===== src/core/dphp_pkg.sv =====
package dphp_pkg;

   // ************************************************
   // register indices, shared by host and internal cpu
   // ************************************************
   localparam logic [2:0] ADDR_WR_HIGH = 3'h0;
   localparam logic [2:0] ADDR_WR_LOW = 3'h1;
   localparam logic [2:0] ADDR_RD_HIGH = 3'h2;
   localparam logic [2:0] ADDR_RD_LOW = 3'h3;
   localparam logic [2:0] ADDR_QUERY = 3'h4;
   localparam logic [2:0] ADDR_CSR = 3'h5;

   // ************************************************
   // port_control_status fields
   // ************************************************
   localparam int BIT_QUERY = 7;
   localparam int BIT_WRQ_EN = 6;
   localparam int BIT_RDY_WR_EN = 5;
   localparam int BIT_RDY_RD_EN = 4;
   localparam int BIT_WR_END = 3;
   localparam int BIT_RD_END = 2;
   localparam int BIT_WR_IRQ_EN = 1;
   localparam int BIT_RD_IRQ_EN = 0;
   localparam logic [7:0] CSR_RESET = 8'h00;
   localparam logic [7:0] DATA_RESET = 8'h00;

   // ************************************************
   // timing and pin reset levels
   // ************************************************
   localparam int CLOCK_HZ = 20_000_000;
   localparam logic [3:0] WAIT_CLOCKS = 4'h8;
   localparam logic [2:0] STROBE_IDLE = 3'h7;
   localparam logic [10:0] BUS_IDLE = 11'h000;

   typedef enum logic [1:0] {DPHP_BOUND, DPHP_DIRECT, DPHP_HANDSHAKE} dphp_mode_t;

   typedef struct packed {
      logic sel;
      logic wr;
      logic rd;
      logic [2:0] addr;
      logic [7:0] wdata;
   } dphp_cpu_req_t;

   typedef struct packed {
      logic valid;
      logic [15:0] addr;
      logic [7:0] data;
   } dphp_ram_req_t;

   function automatic dphp_mode_t dphp_mode(input logic hs, input logic dw);
      dphp_mode_t m;
      m = hs ? DPHP_HANDSHAKE : (dw ? DPHP_DIRECT : DPHP_BOUND);
      return m;
   endfunction

endpackage


===== src/core/dphp_sync.sv =====
`timescale 1ns/100ps
`default_nettype none

module dphp_sync #(
   parameter int WIDTH = 1,
   parameter logic [WIDTH-1:0] IDLE = '0
) (
   // system
   input wire logic clock,
   input wire logic reset_n,
   // pins
   input wire logic [WIDTH-1:0] pin_in,
   output logic [WIDTH-1:0] sync_out
);
   logic [WIDTH-1:0] stage;

   always_ff @(posedge clock) begin
      if (!reset_n) begin
         stage <= IDLE;
         sync_out <= IDLE;
      end else begin
         stage <= pin_in;
         sync_out <= stage;
      end
   end
endmodule

`default_nettype wire


===== src/core/dphp_wait_timer.sv =====
`timescale 1ns/100ps
`default_nettype none

module dphp_wait_timer (
   // system
   input wire logic clock,
   input wire logic reset_n,
   // control
   input wire logic arm,
   output logic done
);
   import dphp_pkg::*;

   typedef enum logic {T_IDLE, T_COUNT} dphp_tstate_t;
   dphp_tstate_t state;
   logic [3:0] count;

   always_ff @(posedge clock) begin
      if (!reset_n) begin
         state <= T_IDLE;
         count <= 4'h0;
         done <= 1'b0;
      end else begin
         done <= 1'b0;
         unique case (state)
            T_IDLE: begin
               count <= 4'h1;
               if (arm) begin
                  state <= T_COUNT;
               end
            end
            T_COUNT: begin
               count <= count + 4'h1;
               if (!arm) begin
                  state <= T_IDLE;
               end else if (count == WAIT_CLOCKS - 4'h1) begin
                  done <= 1'b1;
                  state <= T_IDLE;
               end
            end
         endcase
      end
   end
endmodule

`default_nettype wire


===== src/core/dphp_port.sv =====
`timescale 1ns/100ps
`default_nettype none

module dphp_port (
   // system
   input wire logic clock,
   input wire logic reset_n,
   // mode selection
   input wire logic dual_port_enable,
   input wire logic handshake_enable,
   input wire logic direct_word_select,
   // host pins
   input wire logic host_cs_n,
   input wire logic host_we_n,
   input wire logic host_oe_n,
   input wire logic [2:0] host_addr,
   input wire logic [7:0] host_data_bus_in,
   output logic [7:0] host_data_bus_out,
   output logic host_data_bus_oe_n,
   output logic ready_out,
   output logic ready_oe_n,
   output logic wait_request_n_out,
   output logic wait_request_n_oe_n,
   // general port behind the wait-request pin
   input wire logic port_level,
   input wire logic port_oe_n,
   // internal cpu
   input wire dphp_pkg::dphp_cpu_req_t cpu_req,
   output logic [7:0] cpu_rdata,
   output logic write_end_irq,
   output logic read_end_irq,
   output logic direct_word_irq,
   // transfer unit
   input wire logic [7:0] ram_upper_address,
   output var dphp_pkg::dphp_ram_req_t tu_write,
   input wire logic tu_write_ack,
   output logic tu_read_req,
   input wire logic tu_read_ack,
   input wire logic [7:0] tu_read_data,
   output var dphp_pkg::dphp_ram_req_t tu_query,
   input wire logic tu_query_ack,
   input wire logic [7:0] tu_query_data,
   input wire logic chan_a_boundary,
   input wire logic chan_b_boundary
);
   import dphp_pkg::*;

   // ************************************************
   // host pin synchronisers
   // ************************************************
   logic [2:0] strobe_sync;
   logic [10:0] bus_sync;
   logic s_cs_n, s_we_n, s_oe_n;
   logic [2:0] s_addr;
   logic [7:0] s_data;

   dphp_sync #(.WIDTH(3), .IDLE(STROBE_IDLE)) u_strobe_sync (
      .clock(clock),
      .reset_n(reset_n),
      .pin_in({host_cs_n, host_we_n, host_oe_n}),
      .sync_out(strobe_sync)
   );

   dphp_sync #(.WIDTH(11), .IDLE(BUS_IDLE)) u_bus_sync (
      .clock(clock),
      .reset_n(reset_n),
      .pin_in({host_addr, host_data_bus_in}),
      .sync_out(bus_sync)
   );

   assign {s_cs_n, s_we_n, s_oe_n} = strobe_sync;
   assign {s_addr, s_data} = bus_sync;

   // ************************************************
   // host access events
   // ************************************************
   dphp_mode_t mode;
   logic hs, bound, direct;
   logic prev_we_n, prev_oe_n, prev_cs_n;
   logic [2:0] prev_addr;
   logic [7:0] latch_data;
   logic host_wr, host_rd;
   logic [2:0] acc_addr;

   assign mode = dphp_mode(handshake_enable, direct_word_select);
   assign hs = (mode == DPHP_HANDSHAKE);
   assign bound = (mode == DPHP_BOUND);
   assign direct = (mode == DPHP_DIRECT);

   // the access ends on the strobe rising edge; handshake ignores chip select
   assign host_wr = dual_port_enable && !prev_we_n && s_we_n && (hs || !prev_cs_n);
   assign host_rd = dual_port_enable && !prev_oe_n && s_oe_n && (hs || !prev_cs_n);
   // handshake mode reaches only the low bytes
   assign acc_addr = hs ? (host_wr ? ADDR_WR_LOW : ADDR_RD_LOW) : prev_addr;

   always_ff @(posedge clock) begin
      if (!reset_n) begin
         prev_we_n <= 1'b1;
         prev_oe_n <= 1'b1;
         prev_cs_n <= 1'b1;
         prev_addr <= 3'h0;
      end else begin
         prev_we_n <= s_we_n;
         prev_oe_n <= s_oe_n;
         prev_cs_n <= s_cs_n;
         prev_addr <= s_addr;
      end
   end

   // data stands while the strobe is low; keep the last value seen
   always_ff @(posedge clock) begin
      if (!reset_n) begin
         latch_data <= DATA_RESET;
      end else if (!s_we_n) begin
         latch_data <= s_data;
      end
   end

   function automatic logic hit(input logic ev, input logic [2:0] a, input logic [2:0] r);
      return ev && (a == r);
   endfunction

   logic hw_data, hr_data, hw_low, hr_low, hw_query, hw_csr;
   logic cw_low, cr_wlow, cw_rlow, cr_rlow, cw_rhigh, cr_csr, cw_csr;

   assign hw_data = host_wr && (acc_addr == ADDR_WR_HIGH || acc_addr == ADDR_WR_LOW);
   assign hr_data = host_rd && (acc_addr == ADDR_RD_HIGH || acc_addr == ADDR_RD_LOW);
   assign hw_low = hit(host_wr, acc_addr, ADDR_WR_LOW);
   assign hr_low = hit(host_rd, acc_addr, ADDR_RD_LOW);
   assign hw_query = !hs && hit(host_wr, acc_addr, ADDR_QUERY);
   assign hw_csr = !hs && hit(host_wr, acc_addr, ADDR_CSR);
   assign cw_low = hit(cpu_req.sel && cpu_req.wr, cpu_req.addr, ADDR_WR_LOW);
   assign cr_wlow = hit(cpu_req.sel && cpu_req.rd, cpu_req.addr, ADDR_WR_LOW);
   assign cw_rlow = hit(cpu_req.sel && cpu_req.wr, cpu_req.addr, ADDR_RD_LOW);
   assign cr_rlow = hit(cpu_req.sel && cpu_req.rd, cpu_req.addr, ADDR_RD_LOW);
   assign cw_rhigh = hit(cpu_req.sel && cpu_req.wr, cpu_req.addr, ADDR_RD_HIGH);
   assign cr_csr = hit(cpu_req.sel && cpu_req.rd, cpu_req.addr, ADDR_CSR);
   assign cw_csr = hit(cpu_req.sel && cpu_req.wr, cpu_req.addr, ADDR_CSR);

   // ************************************************
   // data registers
   // ************************************************
   logic [7:0] host_write_data_high, host_write_data_low;
   logic [7:0] host_read_data_high, host_read_data_low;
   logic [7:0] query_buffer;

   always_ff @(posedge clock) begin
      if (!reset_n) begin
         host_write_data_high <= DATA_RESET;
         host_write_data_low <= DATA_RESET;
      end else if (hw_data) begin
         // handshake capture happens on the write-strobe rise
         if (acc_addr == ADDR_WR_LOW) begin
            host_write_data_low <= latch_data;
         end else begin
            host_write_data_high <= latch_data;
         end
      end
   end

   always_ff @(posedge clock) begin
      if (!reset_n) begin
         host_read_data_high <= DATA_RESET;
         host_read_data_low <= DATA_RESET;
      end else if (bound && tu_read_ack) begin
         host_read_data_high <= tu_read_data;
         host_read_data_low <= tu_read_data;
      end else if (!bound) begin
         if (cw_rhigh && !hs) begin
            host_read_data_high <= cpu_req.wdata;
         end
         if (cw_rlow) begin
            host_read_data_low <= cpu_req.wdata;
         end
      end
   end

   // ************************************************
   // transfer unit requests
   // ************************************************
   always_ff @(posedge clock) begin
      if (!reset_n) begin
         tu_write <= '0;
      end else if (bound && hw_data) begin
         tu_write.valid <= 1'b1;
         tu_write.data <= latch_data;
      end else if (tu_write_ack) begin
         tu_write.valid <= 1'b0;
      end
   end

   // in bound mode a fresh byte is asked for whenever the host consumes one
   always_ff @(posedge clock) begin
      if (!reset_n) begin
         tu_read_req <= 1'b0;
      end else if (bound && hr_data) begin
         tu_read_req <= 1'b1;
      end else if (tu_read_ack) begin
         tu_read_req <= 1'b0;
      end
   end

   always_ff @(posedge clock) begin
      if (!reset_n) begin
         tu_query <= '0;
      end else if (hw_query) begin
         tu_query.valid <= 1'b1;
         tu_query.addr <= {ram_upper_address, latch_data};
      end else if (tu_query_ack) begin
         tu_query.valid <= 1'b0;
      end
   end

   always_ff @(posedge clock) begin
      if (!reset_n) begin
         query_buffer <= DATA_RESET;
      end else if (hw_query) begin
         query_buffer <= latch_data;
      end else if (tu_query_ack) begin
         query_buffer <= tu_query_data;
      end
   end

   // ************************************************
   // port_control_status
   // ************************************************
   logic query_holds_address_flag;
   logic wait_request_pin_enable;
   logic ready_on_host_write_enable, ready_on_host_read_enable;
   logic host_write_end_flag, host_read_end_flag;
   logic write_end_irq_enable, read_end_irq_enable;
   logic wr_end_seen, rd_end_seen;
   logic wr_end_set, rd_end_set, wr_end_clr, rd_end_clr;
   logic [7:0] port_control_status;

   assign port_control_status = {query_holds_address_flag, wait_request_pin_enable,
      ready_on_host_write_enable, ready_on_host_read_enable, host_write_end_flag,
      host_read_end_flag, write_end_irq_enable, read_end_irq_enable};

   always_ff @(posedge clock) begin
      if (!reset_n) begin
         query_holds_address_flag <= CSR_RESET[BIT_QUERY];
      end else if (hw_query) begin
         query_holds_address_flag <= 1'b1;
      end else if (tu_query_ack) begin
         query_holds_address_flag <= 1'b0;
      end
   end

   // the host sets the pin enables except in handshake, where the cpu does
   always_ff @(posedge clock) begin
      if (!reset_n) begin
         wait_request_pin_enable <= CSR_RESET[BIT_WRQ_EN];
         ready_on_host_write_enable <= CSR_RESET[BIT_RDY_WR_EN];
         ready_on_host_read_enable <= CSR_RESET[BIT_RDY_RD_EN];
      end else if (hw_csr) begin
         wait_request_pin_enable <= latch_data[BIT_WRQ_EN];
         ready_on_host_write_enable <= latch_data[BIT_RDY_WR_EN];
         ready_on_host_read_enable <= latch_data[BIT_RDY_RD_EN];
      end else if (hs && cw_csr) begin
         wait_request_pin_enable <= cpu_req.wdata[BIT_WRQ_EN];
         ready_on_host_write_enable <= cpu_req.wdata[BIT_RDY_WR_EN];
         ready_on_host_read_enable <= cpu_req.wdata[BIT_RDY_RD_EN];
      end
   end

   always_ff @(posedge clock) begin
      if (!reset_n) begin
         write_end_irq_enable <= CSR_RESET[BIT_WR_IRQ_EN];
         read_end_irq_enable <= CSR_RESET[BIT_RD_IRQ_EN];
      end else if (cw_csr) begin
         write_end_irq_enable <= cpu_req.wdata[BIT_WR_IRQ_EN];
         read_end_irq_enable <= cpu_req.wdata[BIT_RD_IRQ_EN];
      end
   end

   // a flag read as 1 arms the clear; any later csr write consumes the arm
   always_ff @(posedge clock) begin
      if (!reset_n) begin
         wr_end_seen <= 1'b0;
         rd_end_seen <= 1'b0;
      end else if (cr_csr) begin
         wr_end_seen <= host_write_end_flag;
         rd_end_seen <= host_read_end_flag;
      end else if (cw_csr) begin
         wr_end_seen <= 1'b0;
         rd_end_seen <= 1'b0;
      end
   end

   assign wr_end_set = (bound && chan_b_boundary) || (!bound && hw_low);
   assign rd_end_set = (bound && chan_a_boundary) || (!bound && hr_low);
   assign wr_end_clr = (cw_csr && wr_end_seen && !cpu_req.wdata[BIT_WR_END])
      || (!bound && (cr_wlow || cw_low));
   assign rd_end_clr = (cw_csr && rd_end_seen && !cpu_req.wdata[BIT_RD_END])
      || (!bound && (cr_rlow || cw_rlow));

   // a set in the clearing cycle wins
   always_ff @(posedge clock) begin
      if (!reset_n) begin
         host_write_end_flag <= CSR_RESET[BIT_WR_END];
         host_read_end_flag <= CSR_RESET[BIT_RD_END];
      end else begin
         host_write_end_flag <= wr_end_set || (host_write_end_flag && !wr_end_clr);
         host_read_end_flag <= rd_end_set || (host_read_end_flag && !rd_end_clr);
      end
   end

   always_ff @(posedge clock) begin
      if (!reset_n) begin
         write_end_irq <= 1'b0;
         read_end_irq <= 1'b0;
         direct_word_irq <= 1'b0;
      end else begin
         write_end_irq <= host_write_end_flag && write_end_irq_enable;
         read_end_irq <= host_read_end_flag && read_end_irq_enable;
         // only the low bytes raise the direct-word request
         direct_word_irq <= direct && (hw_low || hr_low);
      end
   end

   // ************************************************
   // internal cpu read port
   // ************************************************
   always_ff @(posedge clock) begin
      if (!reset_n) begin
         cpu_rdata <= DATA_RESET;
      end else if (cpu_req.sel && cpu_req.rd) begin
         unique case (cpu_req.addr)
            ADDR_WR_HIGH: cpu_rdata <= host_write_data_high;
            ADDR_WR_LOW: cpu_rdata <= host_write_data_low;
            ADDR_QUERY: cpu_rdata <= query_buffer;
            ADDR_CSR: cpu_rdata <= port_control_status;
            default: cpu_rdata <= DATA_RESET;
         endcase
      end
   end

   // ************************************************
   // host data bus
   // ************************************************
   logic host_reading;
   logic [2:0] rd_addr;

   assign host_reading = dual_port_enable && !s_oe_n && (hs || !s_cs_n);
   assign rd_addr = hs ? ADDR_RD_LOW : s_addr;

   always_ff @(posedge clock) begin
      if (!reset_n) begin
         host_data_bus_out <= DATA_RESET;
         host_data_bus_oe_n <= 1'b1;
      end else begin
         host_data_bus_oe_n <= !host_reading;
         unique case (rd_addr)
            ADDR_RD_HIGH: host_data_bus_out <= host_read_data_high;
            ADDR_RD_LOW: host_data_bus_out <= host_read_data_low;
            ADDR_QUERY: host_data_bus_out <= query_buffer;
            ADDR_CSR: host_data_bus_out <= port_control_status;
            default: host_data_bus_out <= DATA_RESET;
         endcase
      end
   end

   // ************************************************
   // ready pin
   // ************************************************
   logic hold_wr, hold_rd, hs_ready_high, ready_release, ready_active;

   always_ff @(posedge clock) begin
      if (!reset_n) begin
         hold_wr <= 1'b0;
         hold_rd <= 1'b0;
      end else begin
         hold_wr <= hw_data || (hold_wr && !(bound ? wr_end_clr : cr_wlow));
         hold_rd <= hr_data || (hold_rd && !(bound ? rd_end_clr : cw_rlow));
      end
   end

   always_ff @(posedge clock) begin
      if (!reset_n) begin
         hs_ready_high <= 1'b0;
      end else if (cr_wlow) begin
         hs_ready_high <= 1'b1;
      end else if (s_oe_n && !s_we_n) begin
         hs_ready_high <= 1'b0;
      end
   end

   assign ready_release = hs ? hs_ready_high
      : (ready_on_host_write_enable && hold_wr)
      || (ready_on_host_read_enable && hold_rd);
   assign ready_active = dual_port_enable && (hs || ready_on_host_write_enable
      || ready_on_host_read_enable);

   // open drain: only ever pulls low
   always_ff @(posedge clock) begin
      if (!reset_n) begin
         ready_out <= 1'b0;
         ready_oe_n <= 1'b1;
      end else begin
         ready_out <= 1'b0;
         ready_oe_n <= !(ready_active && !ready_release);
      end
   end

   // ************************************************
   // wait-request pin
   // ************************************************
   logic hs_wait_high, wait_done, wait_arm, wait_level;

   assign wait_arm = hs && !s_oe_n && !hs_wait_high;

   dphp_wait_timer u_wait_timer (
      .clock(clock),
      .reset_n(reset_n),
      .arm(wait_arm),
      .done(wait_done)
   );

   always_ff @(posedge clock) begin
      if (!reset_n) begin
         hs_wait_high <= 1'b0;
      end else if (wait_done) begin
         hs_wait_high <= 1'b1;
      end else if (cw_rlow) begin
         hs_wait_high <= 1'b0;
      end
   end

   // bound mode holds the pin low while a transfer is still owed
   assign wait_level = hs ? hs_wait_high
      : !(tu_write.valid || tu_read_req || tu_query.valid);

   always_ff @(posedge clock) begin
      if (!reset_n) begin
         wait_request_n_out <= 1'b1;
         wait_request_n_oe_n <= 1'b1;
      end else if (dual_port_enable && wait_request_pin_enable) begin
         wait_request_n_out <= wait_level;
         wait_request_n_oe_n <= 1'b0;
      end else begin
         wait_request_n_out <= port_level;
         wait_request_n_oe_n <= port_oe_n;
      end
   end

endmodule

`default_nettype wire


===== config.mk =====
export PLATFORM = sky130hd
export DESIGN_NAME = dphp_port
export DESIGN_NICKNAME = d
export VERILOG_FILES = /design/src/core/dphp_pkg.sv /design/src/core/dphp_sync.sv /design/src/core/dphp_wait_timer.sv /design/src/core/dphp_port.sv
export SDC_FILE = /design/constraint.sdc
export NUM_CORES = 1
export LEC_CHECK = 0
export BUFFER_PORTS_ARGS = -buffer_cell sky130_fd_sc_hd__buf_2
export CORE_ASPECT_RATIO = 1.1
export CORE_UTILIZATION = 45
export DETAILED_ROUTE_END_ITERATION = 16
export HOLD_SLACK_MARGIN = 0.1
export PLACE_DENSITY = 0.68
export SLEW_MARGIN = 15
export SYNTH_ARGS = -nofsm -noshare
export SYNTH_HDL_FRONTEND = slang
export SYNTH_SLANG_ARGS = --single-unit

===== constraint.sdc =====
create_clock -name clock -period 2.15 [get_ports clock]
set_input_delay 0.3225 -clock clock [delete_from_list [all_inputs] [get_ports clock]]
set_output_delay 0.3225 -clock clock [all_outputs]
set_load 0.005 [all_outputs]

Yosys cells after proc, flatten, opt, wreduce, memory -nomap -nowiden
Cells that the tools add are included.
W data, S select, Z words.
- register bits after elaboration: 151
- bits of input ports: 64
- logic and storage cells: 222
- add/subtract/negate cells: 1
- eq/ne operators: 18
- muxes and demuxes: 46
- bitwise gates (word level): 2
- reduce and logical (&&, ||, !) cells: 111
- operator list (kind ; count):
    $mux W8 ; 8
    $pmux W8 S4 ; 2
    $logic_and A1 B1 Y1 ; 55
    $mux W1 ; 30
    $logic_or A1 B1 Y1 ; 20
    $logic_not A1 Y1 ; 19
    $eq A3 B2 Y1 const B ; 6
    $eq A3 B3 Y1 const B ; 6
    $reduce_bool A2 Y1 ; 9
    $pmux W4 S2 ; 1
    $reduce_and A2 Y1 ; 4
    $eq A3 B1 Y1 const B ; 2
    $logic_not A3 Y1 ; 2
    $mux W3 ; 2
    $add A4 B1 Y4 const B ; 1
    $eq A4 B3 Y1 const B ; 1
    $mux W2 ; 2
    $reduce_and A3 Y1 ; 1
    $eq A2 B1 Y1 const B ; 1
    $eq A2 B2 Y1 const B ; 1
    $logic_not A2 Y1 ; 1
    $ne A2 B1 Y1 const B ; 1
    $not A1 Y1 ; 2
    $pmux W1 S2 ; 1

Longest topological paths before layout
Gate-level depths: netlist of run 1.
- depth after elaboration: 12
- mapped depth: 7
- gate-level depth less buffers: 4

Cells and area by module
From an unflattened synthesis of run 1, not the netlist that was laid out.
- cells, all modules: 610
- area, all modules: 6039.5 sq um
- modules (own cells, without submodules) (module ; times used ; cells each ; area each (sq um) ; sequential area each (sq um)):
    dphp_port ; 1 ; 533 ; 5049.8 ; 2342.2
    dphp_sync at u_bus_sync ; 1 ; 46 ; 620.6 ; 440.4
    dphp_wait_timer ; 1 ; 19 ; 211.5 ; 120.1
    dphp_sync at u_strobe_sync ; 1 ; 12 ; 157.7 ; 120.1

Least setup slack after synthesis of run 1
No wires, ideal clock.
- path type: input to register
- start: input port direct_word_select
- end: register host_read_data_low[6]
- data arrival time: 1344 ps
- required time: 2034 ps
- setup slack: 690 ps
- stages on the path: 7
- buffers on the path: 3
- cells stage by stage: buf_6 or3b_1 buf_6 o31ai_4 buf_8 nand3_2 o211a_1
- longest elaborated chain between the ends: 6
- elaborated cells between the ends (all ways): 8
- those cells by class: eq/ne: 1; mux: 3; reduce/logical: 4
- RTL lines (item ; RTL line ; RTL):
    start, declared ; dphp_port.sv:11 ; input wire logic direct_word_select,
    $mux W1 * ; dphp_pkg.sv:53 ; m = hs ? DPHP_HANDSHAKE : (dw ? DPHP_DIRECT : DPHP_BOUND);
    $mux W2 * ; dphp_pkg.sv:53 ;
    $logic_not A2 Y1 * ; dphp_port.sv:87 ; assign bound = (mode == DPHP_BOUND);
    $logic_and A1 B1 Y1 ; dphp_port.sv:165 ; end else if (bound && tu_read_ack) begin
    $ne A2 B1 Y1 (no line) or $reduce_bool A2 Y1 (tied branches) ; -- ;
    $reduce_and A2 Y1 (no line) ; -- ;
    end signal, assigned ; dphp_port.sv:167 ; host_read_data_low <= tu_read_data;
    end signal, assigned ; dphp_port.sv:173 ; host_read_data_low <= cpu_req.wdata;
    end, declared ; dphp_port.sv:144 ; logic [7:0] host_read_data_high, host_read_data_low;
Mark *: on every way between the ends. The rest lies on a longest branch, timed or not.
A chain may end at the register's enable or synchronous reset.

Worst setup path after layout of run 1
- start: register prev_we_n
- end: register tu_write[6] (netlist bit)
- longest elaborated chain between the ends: 10
- elaborated cells between the ends (all ways): 11
- those cells by class: eq/ne: 1; mux: 2; reduce/logical: 8
- RTL lines (item ; RTL line ; RTL):
    start, declared ; dphp_port.sv:79 ; logic prev_we_n, prev_oe_n, prev_cs_n;
    start signal, assigned ; dphp_port.sv:103 ; prev_we_n <= s_we_n;
    $logic_not A1 Y1 * ; dphp_port.sv:91 ; assign host_wr = dual_port_enable && !prev_we_n && s_we_n && (hs || !prev_cs_n);
    $logic_and A1 B1 Y1 * (3 in series) ; dphp_port.sv:91 ;
    $mux W2 ; dphp_port.sv:94 ; assign acc_addr = hs ? (host_wr ? ADDR_WR_LOW : ADDR_RD_LOW) : prev_addr;
    $mux W3 ; dphp_port.sv:94 ;
    $eq A3 B1 Y1 or $logic_not A3 Y1 (tied branches) ; dphp_port.sv:126 ; assign hw_data = host_wr && (acc_addr == ADDR_WR_HIGH || acc_addr == ADDR_WR_LOW);
    $logic_or A1 B1 Y1 ; dphp_port.sv:126 ;
    $logic_and A1 B1 Y1 * ; dphp_port.sv:126 ;
    $logic_and A1 B1 Y1 * ; dphp_port.sv:184 ; end else if (bound && hw_data) begin
    end, declared ; dphp_port.sv:35 ; output var dphp_pkg::dphp_ram_req_t tu_write,
Marked as above.

==> results by group, run 1 <==
Outcome
  – Status: complete, no violations

Floorplanning
  – Chip Width: about 110 µm
  – Initial Utilization: roughly 47%
  – Standard-cell rows: 44
  – CORE AREA: about 13,000 µm²
  – Die area: 14,300 µm²
  – I/O pins: approximately 140
  – Die height: about 130 µm

Logic synthesis
  – YS warnings: 0
  – Mapped Area: 6220 µm²
  – Synth Register Bits: 151
  – Synth unique cells: 61
  – Top-area cell type share of the netlist area: 48.6%
  – Post-synth EDFFs: 0
  – Main synth FF type: dfxtp_1
  – Commonest cells post-synth: dfxtp_1, nand2_1, nor2b_1
  – Mapped Cells: just over 600
  – Register area share after synthesis: 48.6%
  – Synth area leader: dfxtp_1
  – Most frequent cell after synthesis: dfxtp_1
  – Synth area leaders: dfxtp_1, mux2i_1, nor2b_1, buf_4, nand2_1
  – Synth Area per Inst: ~10 µm²
  – Share of flip-flops with an asynchronous set or reset: 0%

Clock tree
  – Clock transition at the registers of the reported paths: around 60 ps
  – Clk sinks: between 150 and 200
  – Cts repair resizes: 0
  – CTS tree: yes
  – Htree depth: 4
  – CTS Root Cell: clkbuf_16
  – Clk buf depth: 2
  – Worst skew pair latency: 420 ps
  – Inserted Clock Buffers: 17

Drt
  – Drc violations: 0
  – Routed vias/inst: a little over 5
  – Routed length per instance: 15.7 µm
  – Met3 WL post-DR: between 700 and 800 µm
  – DR WL met2: 7.03 mm
  – Met1 Wirelength: roughly 6.5 mm
  – Via count: between 4,000 and 5,000
  – First-pass DRT Iterations: 4
  – Final ANT Viol Nets: 0
  – Post-Route WL: approximately 15 mm
  – Top layer in use: met4
  – Initial DRC count: 327

Finish
  – Fin nets: between 700 and 800
  – Share of cells above drive strength 1: ~24%
  – N_diodes: 0
  – Synthesis-to-finish area growth: 21.0%

Placed design
  – Place WS: approximately 260 ps
  – Gpl congestion: about 0.9
  – Number of port buffers: roughly 110
  – DPL Wire Length: 10.7 mm

GRT
  – Total grt overflow: 0
  – Initial antenna violation count: 0
  – First-pass GRT wire length: 23.0 mm
  – Largest net degree at the start of global routing: 66
  – Global Route Usage Sum: between 20% and 30%
  – Vias in the first global route: 4,582

Critical path
  – Crit Path Category: flop to flop
  – Critical Path RT: around 2400 ps
  – WP data arrival: 1830 ps
  – Reg2reg start: prev_we_n
  – R2r setup slk: 600 ps
  – CP endpoint kind: flop
  – Crit-path max FO: 17
  – Worst setup SP type: flop
  – R2R cell count: 4
  – RR Endpoint: tu_write[6]

Worst hold path
  – Worst Min Path Start: host_data_bus_in[0]
  – Hold path endpoint: u_bus_sync.stage[0]
  – Hold Crit Class: input port to flop
  – Hold Path Cell Cnt: 2

Timing
  – Post-route minimum period: about 1600 ps
  – Final Max Slew Viols: 0
  – Clk_skew: 9.39 ps
  – Worst-Margin Slew: 663 ps
  – Final period util: roughly 72%
  – Setup-failing EPs final: 0
  – Rel. slew slack: 55.5%
  – RSZ-0062 raised after global routing: no
  – Fmax: 644 MHz
  – Final Hold Fails: 0
  – Final worst slack: 597 ps
  – TNS Setup: 0 ps

Power and ir drop
  – Leakage Power: roughly 3.4 nW
  – Maximum vdd drop: between 0.4 and 0.5 mV
  – PD cells: roughly 850 nW/µm²

Job
  – Max-Cap Viols: 0
==> cells in the final DEF, fill, tap and decap left out, types with 4 or more instances in the layout <==
master / count
o21ai_0: 29
a21oi_1: 10
mux2i_1: 41
nand2b_1: 13
clkbuf_16: 17
buf_2: 112
mux4_2: 7
nor2b_1: 49
dfxtp_1: 151
and2_1: 26
buf_4: 13
conb_1: 25
nand2_1: 57
clkbuf_8: 4
nor2_1: 19
inv_1: 5
nand3_1: 31
o22ai_1: 13
a22oi_1: 19
a21boi_0: 8
a22o_1: 8
dlygate4sd3_1: 8
o211a_1: 16
==> flip-flops by register name, indices dropped and copies added, names as in the netlist, 3 cells and up <==
register                count
cpu_rdata                   8
host_data_bus_out           8
host_read_data_high         8
host_read_data_low          8
host_write_data_high        8
host_write_data_low         8
latch_data                  8
prev_addr                   3
query_buffer                8
tu_query                   16
tu_write                    9
u_bus_sync.stage           11
u_bus_sync.sync_out        11
u_strobe_sync.stage         3
u_strobe_sync.sync_out      3
u_wait_timer.count          4
==> report_power, final <==
part	internal (W)	switching (W)	leakage, nW
clock network	0.00195	0.00112	0.305
registers	0.00287	0.0000439	1.23
logic	0.000181	0.000211	1.90
total	0.00500	0.00138	3.44
==> routing by layer <==
metal	vias to the layer above	GRT usage, %
met4	0	9.63
met2	152	33.8
met3	20	4.56
met5	-	0
met1	2291	26.8
li1	2368	-
==> worst max-delay path: stages (launching register included) <==
cell and delay [ps]:
dfxtp_1 300, and3b_1 370, nand4_2 400, nand3_1 230
o21ai_0 120
==> final cells by class <==
| cell class | count | area [µm²] |
|---|---|---|
| repair buffers | 135 | 778 |
| fillers | 1219 | 5790 |
| inverters | 5 | 18.8 |
| clock buffers | 21 | 480 |
| well taps | 184 | 230 |
| clock inverters | 11 | 146 |
| flip-flops and latches | 151 | 3020 |
| multi-input cells | 424 | 2860 |
==> worst max path at each step <==
stage / start / end / slack [ps] / depth (start not counted)
floorplan: direct_word_select / host_read_data_low[6] / 690 / 7
global placement: cpu_req[10] / host_read_data_low[2] / 330 / 5
detailed placement: cpu_req[10] / host_read_data_low[5] / 260 / 5
CTS: prev_we_n / tu_write[6] / 570 / 4
global route: prev_we_n / tu_write[6] / 470 / 4
finish: prev_we_n / tu_write[6] / 600 / 4
==> per-stage QoR <==
stage | hold WS, ps | std cells | total power (W) | area [µm²] | utilization, %
2_1_floorplan | 386 | 646 | 0.00324 | 6310 | -
3_3_place_gp | 396 | 891 | 0.00334 | 6830 | 51.2
3_5_place_dp | 392 | 891 | 0.00335 | 6830 | 51.2
4_1_cts | 102 | 931 | 0.00642 | 7530 | 56.5
5_1_grt | 111 | 931 | 0.00660 | 7530 | 56.5
6_report | 113 | 931 | 0.00637 | 7530 | 56.5
==> logic make-up (layout without fill, tap and decap cells) <==
family	after synthesis	after routing	synth area share (%)
adders and majority gates	1	1	0.201
xor gates and xnor gates	2	2	0.281
AOI/OAI and AO/OA	122	122	14.2
and+or+nand+nor	225	225	20.2
muxes	49	49	9.55
buffers and inverters	71	172	6.99
DFF	151	151	48.6
other	1	25	0.0602
==> what timing repair did <==
| item | 4_1_cts | 5_1_grt |
|---|---|---|
| hold buffers | 8 | 0 |
| setup buffers | 0 | 0 |
| hold endpoints to repair | 8 | 0 |
No activity file was read; power rests on OpenSTA's default activity.
==> run 2: changes to the inputs <==
PLACE_DENSITY = 0.71   (was 0.68)
clock period = 1.4 ns   (was 2.15 ns; I/O delays follow)
==> run 2 against run 1 <==
Final area grew 8.7%. Core utilization grew 4.9 points. Worst setup slack lost 570 ps. Sequential power grew 54%. Largest power group is now registers. Flip-flop and latch count is the same. Via count grew 6.2%. Highest routed layer unchanged. Die area is the same. First-iteration DRC count shrank 8.0%. Sequential share of layout area shrank 3.2 points. Power grew 48%. Clock-buffer cell count shrank 1.
==> results by group, run 2 (same netlist as run 1, synthesis figures left out) <==
Floorplanning
  – I/O pins: 139 (unchanged)
  – Die area: 14,300 µm² (unchanged)
  – Die height: 125 µm (unchanged)
  – Standard-cell rows: 44 (unchanged)
  – Chip Width: 114 µm (unchanged)
  – Initial Utilization: 46.7% (unchanged)
  – CORE AREA: 13,300 µm² (unchanged)

Worst hold path
  – Hold path endpoint: host_read_data_high[5] (was u_bus_sync.stage[0])
  – Hold Crit Class: input port to flop (unchanged)
  – Worst Min Path Start: tu_read_data[5] (was host_data_bus_in[0])
  – Hold Path Cell Cnt: 3 (was 2)

Finish
  – Largest regs: tu_query: 16 flops, u_bus_sync.stage: 11 flops, u_bus_sync.sync_out: 11 flops (unchanged)
  – N_diodes: 0 (unchanged)
  – Fin nets: 870 (was 799)
  – Post-route insts no fill: 1,001 (was 931)
  – Share of cells above drive strength 1: 28.2% (was 24.1%)
  – Non-Filler Cell Area, Final: 8190 µm² (was 7530 µm²)
  – Layout Utilization: 61.5% (was 56.5%)
  – Most frequent cells in the layout: dfxtp_1, buf_2, nand2_1, buf_4, nor2b_1 (was dfxtp_1, buf_2, nand2_1, nor2b_1, mux2i_1)
  – Biggest register: tu_query (unchanged)
  – Commonest non-fill, non-tap cell in the layout: dfxtp_1 (unchanged)
  – Max reg flops: 16 (unchanged)
  – Synthesis-to-finish area growth: 31.6% (was 21.0%)

Timing
  – Final worst slack: 24.4 ps (was 597 ps)
  – Fmax: 727 MHz (was 644 MHz)
  – Post-route minimum period: 1380 ps (was 1550 ps)
  – Final Max Slew Viols: 0 (unchanged)
  – RSZ-0062 raised after global routing: yes (was no)
  – Setup-failing EPs final: 0 (unchanged)
  – Clk_skew: 12.0 ps (was 9.39 ps)
  – Final Hold Fails: 0 (unchanged)
  – Final period util: 98.3% (was 72.2%)

GRT
  – First-pass GRT wire length: 25.2 mm (was 23.0 mm)
  – Initial antenna violation count: 0 (unchanged)
  – Vias in the first global route: 5,033 (was 4,582)
  – Largest net degree at the start of global routing: 55 (was 66)
  – Total grt overflow: 0 (unchanged)
  – Global Route Usage Sum: 23.0% (was 21.0%)

Drt
  – Top layer in use: met4 (unchanged)
  – Routed vias/inst: 5.12 (was 5.19)
  – DR WL met2: 8.06 mm (was 7.03 mm)
  – Final ANT Viol Nets: 0 (unchanged)
  – Met3 WL post-DR: 729 µm (was 737 µm)
  – Initial DRC count: 301 (was 327)
  – Routed length per instance: 16.2 µm (was 15.7 µm)
  – Drc violations: 0 (unchanged)
  – First-pass DRT Iterations: 5 (was 4)
  – Via count: 5,130 (was 4,831)
  – Post-Route WL: 16.2 mm (was 14.6 mm)
  – Met1 Wirelength: 7.02 mm (was 6.49 mm)

Critical path
  – Reg2reg start: prev_addr[1] (was prev_we_n)
  – Critical Path RT: 1710 ps (was 2430 ps)
  – Crit Path Category: flop to flop (unchanged)
  – R2R cell count: 5 (was 4)
  – R2r setup slk: 20 ps (was 600 ps)
  – CP endpoint kind: flop (unchanged)
  – Worst setup SP type: flop (unchanged)
  – WP data arrival: 1690 ps (was 1830 ps)
  – Crit-path max FO: 9 (was 17)
  – RR Endpoint: host_write_data_low[1] (was tu_write[6])

Clock tree
  – Clk buf depth: 2 (unchanged)
  – Clk sinks: 151 (unchanged)
  – Worst skew pair latency: 430 ps (was 420 ps)
  – CTS tree: yes (unchanged)
  – Post-CTS Setup Inserts: 0 (unchanged)
  – Inserted Clock Buffers: 17 (unchanged)
  – CTS Root Cell: clkbuf_16 (unchanged)
  – Htree depth: 4 (unchanged)
  – Clock transition at the registers of the reported paths: 60 ps (about the same)

Placed design
  – Place WS: -97.4 ps (was 256 ps)
  – Number of port buffers: 113 (unchanged)
  – Dpl cells: 930 (was 891)
  – Gpl congestion: 0.868 (was 0.895)
  – DPL Wire Length: 11.5 mm (was 10.7 mm)
  – Cell Area, Placed: 7160 µm² (was 6830 µm²)

Power and ir drop
  – Maximum vdd drop: 0.873 mV (was 0.480 mV)
  – PD cells: 1150 nW/µm² (was 846 nW/µm²)
  – Leakage Power: 3.75 nW (was 3.44 nW)

Job
  – Max-Cap Viols: 0 (unchanged)

Outcome
  – Status: complete, no violations (unchanged)
run 2: cell count changes in the layout (fill, tap and decap cells not counted), moves of 3 or more:
cell / change
nor2_2: +3
clkbuf_8: -3
nor2b_1: -3
clkbuf_16: +3
nor2b_2: +3
buf_4: +36
clkinvlp_4: +3
buf_12: +3
dlygate4sd3_1: +29
nor2_1: -3
run 2: final cells by class:
cell class / instances / area (µm²)
Tap cell: 184 / 230
Multi-Input combinational cell: 424 / 2890
Clock inverter: 11 / 104
Inverter: 5 / 18.8
Timing Repair Buffer: 206 / 1470
Fill cell: 1135 / 5130
Sequential cell: 151 / 3020
Clock buffer: 20 / 447
run 2: power breakdown:
part / total [W] / switching [W] / internal, W
combinational: 0.000755 / 0.000363 / 0.000392
sequential: 0.00447 / 0.0000650 / 0.00440
clock: 0.00423 / 0.00176 / 0.00248
run 2: metal layers:
metal	up-vias	global-route usage, %
met3	27	5.38
met5	-	0
li1	2506	-
met4	0	10.8
met1	2434	28.2
met2	163	38.1
run 2: worst max-delay path, stage by stage (launching register included):
cell      delay, ps
dfxtp_1         420
nor3b_2          80
o211ai_1        260
buf_12          180
mux2i_1         250
nor2b_1          70
run 2: worst max-delay path by stage:
stage                                       from                endpoint  slack, ps  depth (start not counted)
after CTS                 u_bus_sync.sync_out[9]    host_data_bus_out[1]         40                          4
after floorplan                     prev_addr[2]         query_buffer[0]         40                          5
after global routing                prev_addr[1]  host_write_data_low[1]        -40                          5
final                               prev_addr[1]  host_write_data_low[1]         20                          5
after global placement               cpu_req[10]                 hold_rd        -80                          6
after detailed placement        handshake_enable            tu_query[23]       -100                          7
run 2: what timing repair did:
item	in CTS	in global routing
gates cloned	0	3
setup endpoints to repair	1	31
resized for setup	1	12
endpoints found under the hold margin	35	0
pin swaps	0	2
hold buffers	37	0
run 2: per-stage QoR:
stage	hold WS, ps	power (W)	setup TNS, ps
after floorplan	282	0.00497	0
final	118	0.00946	0
after CTS	103	0.00950	0
after global routing	141	0.00979	-63.0
after global placement	389	0.00520	-1580
after detailed placement	396	0.00522	-3270
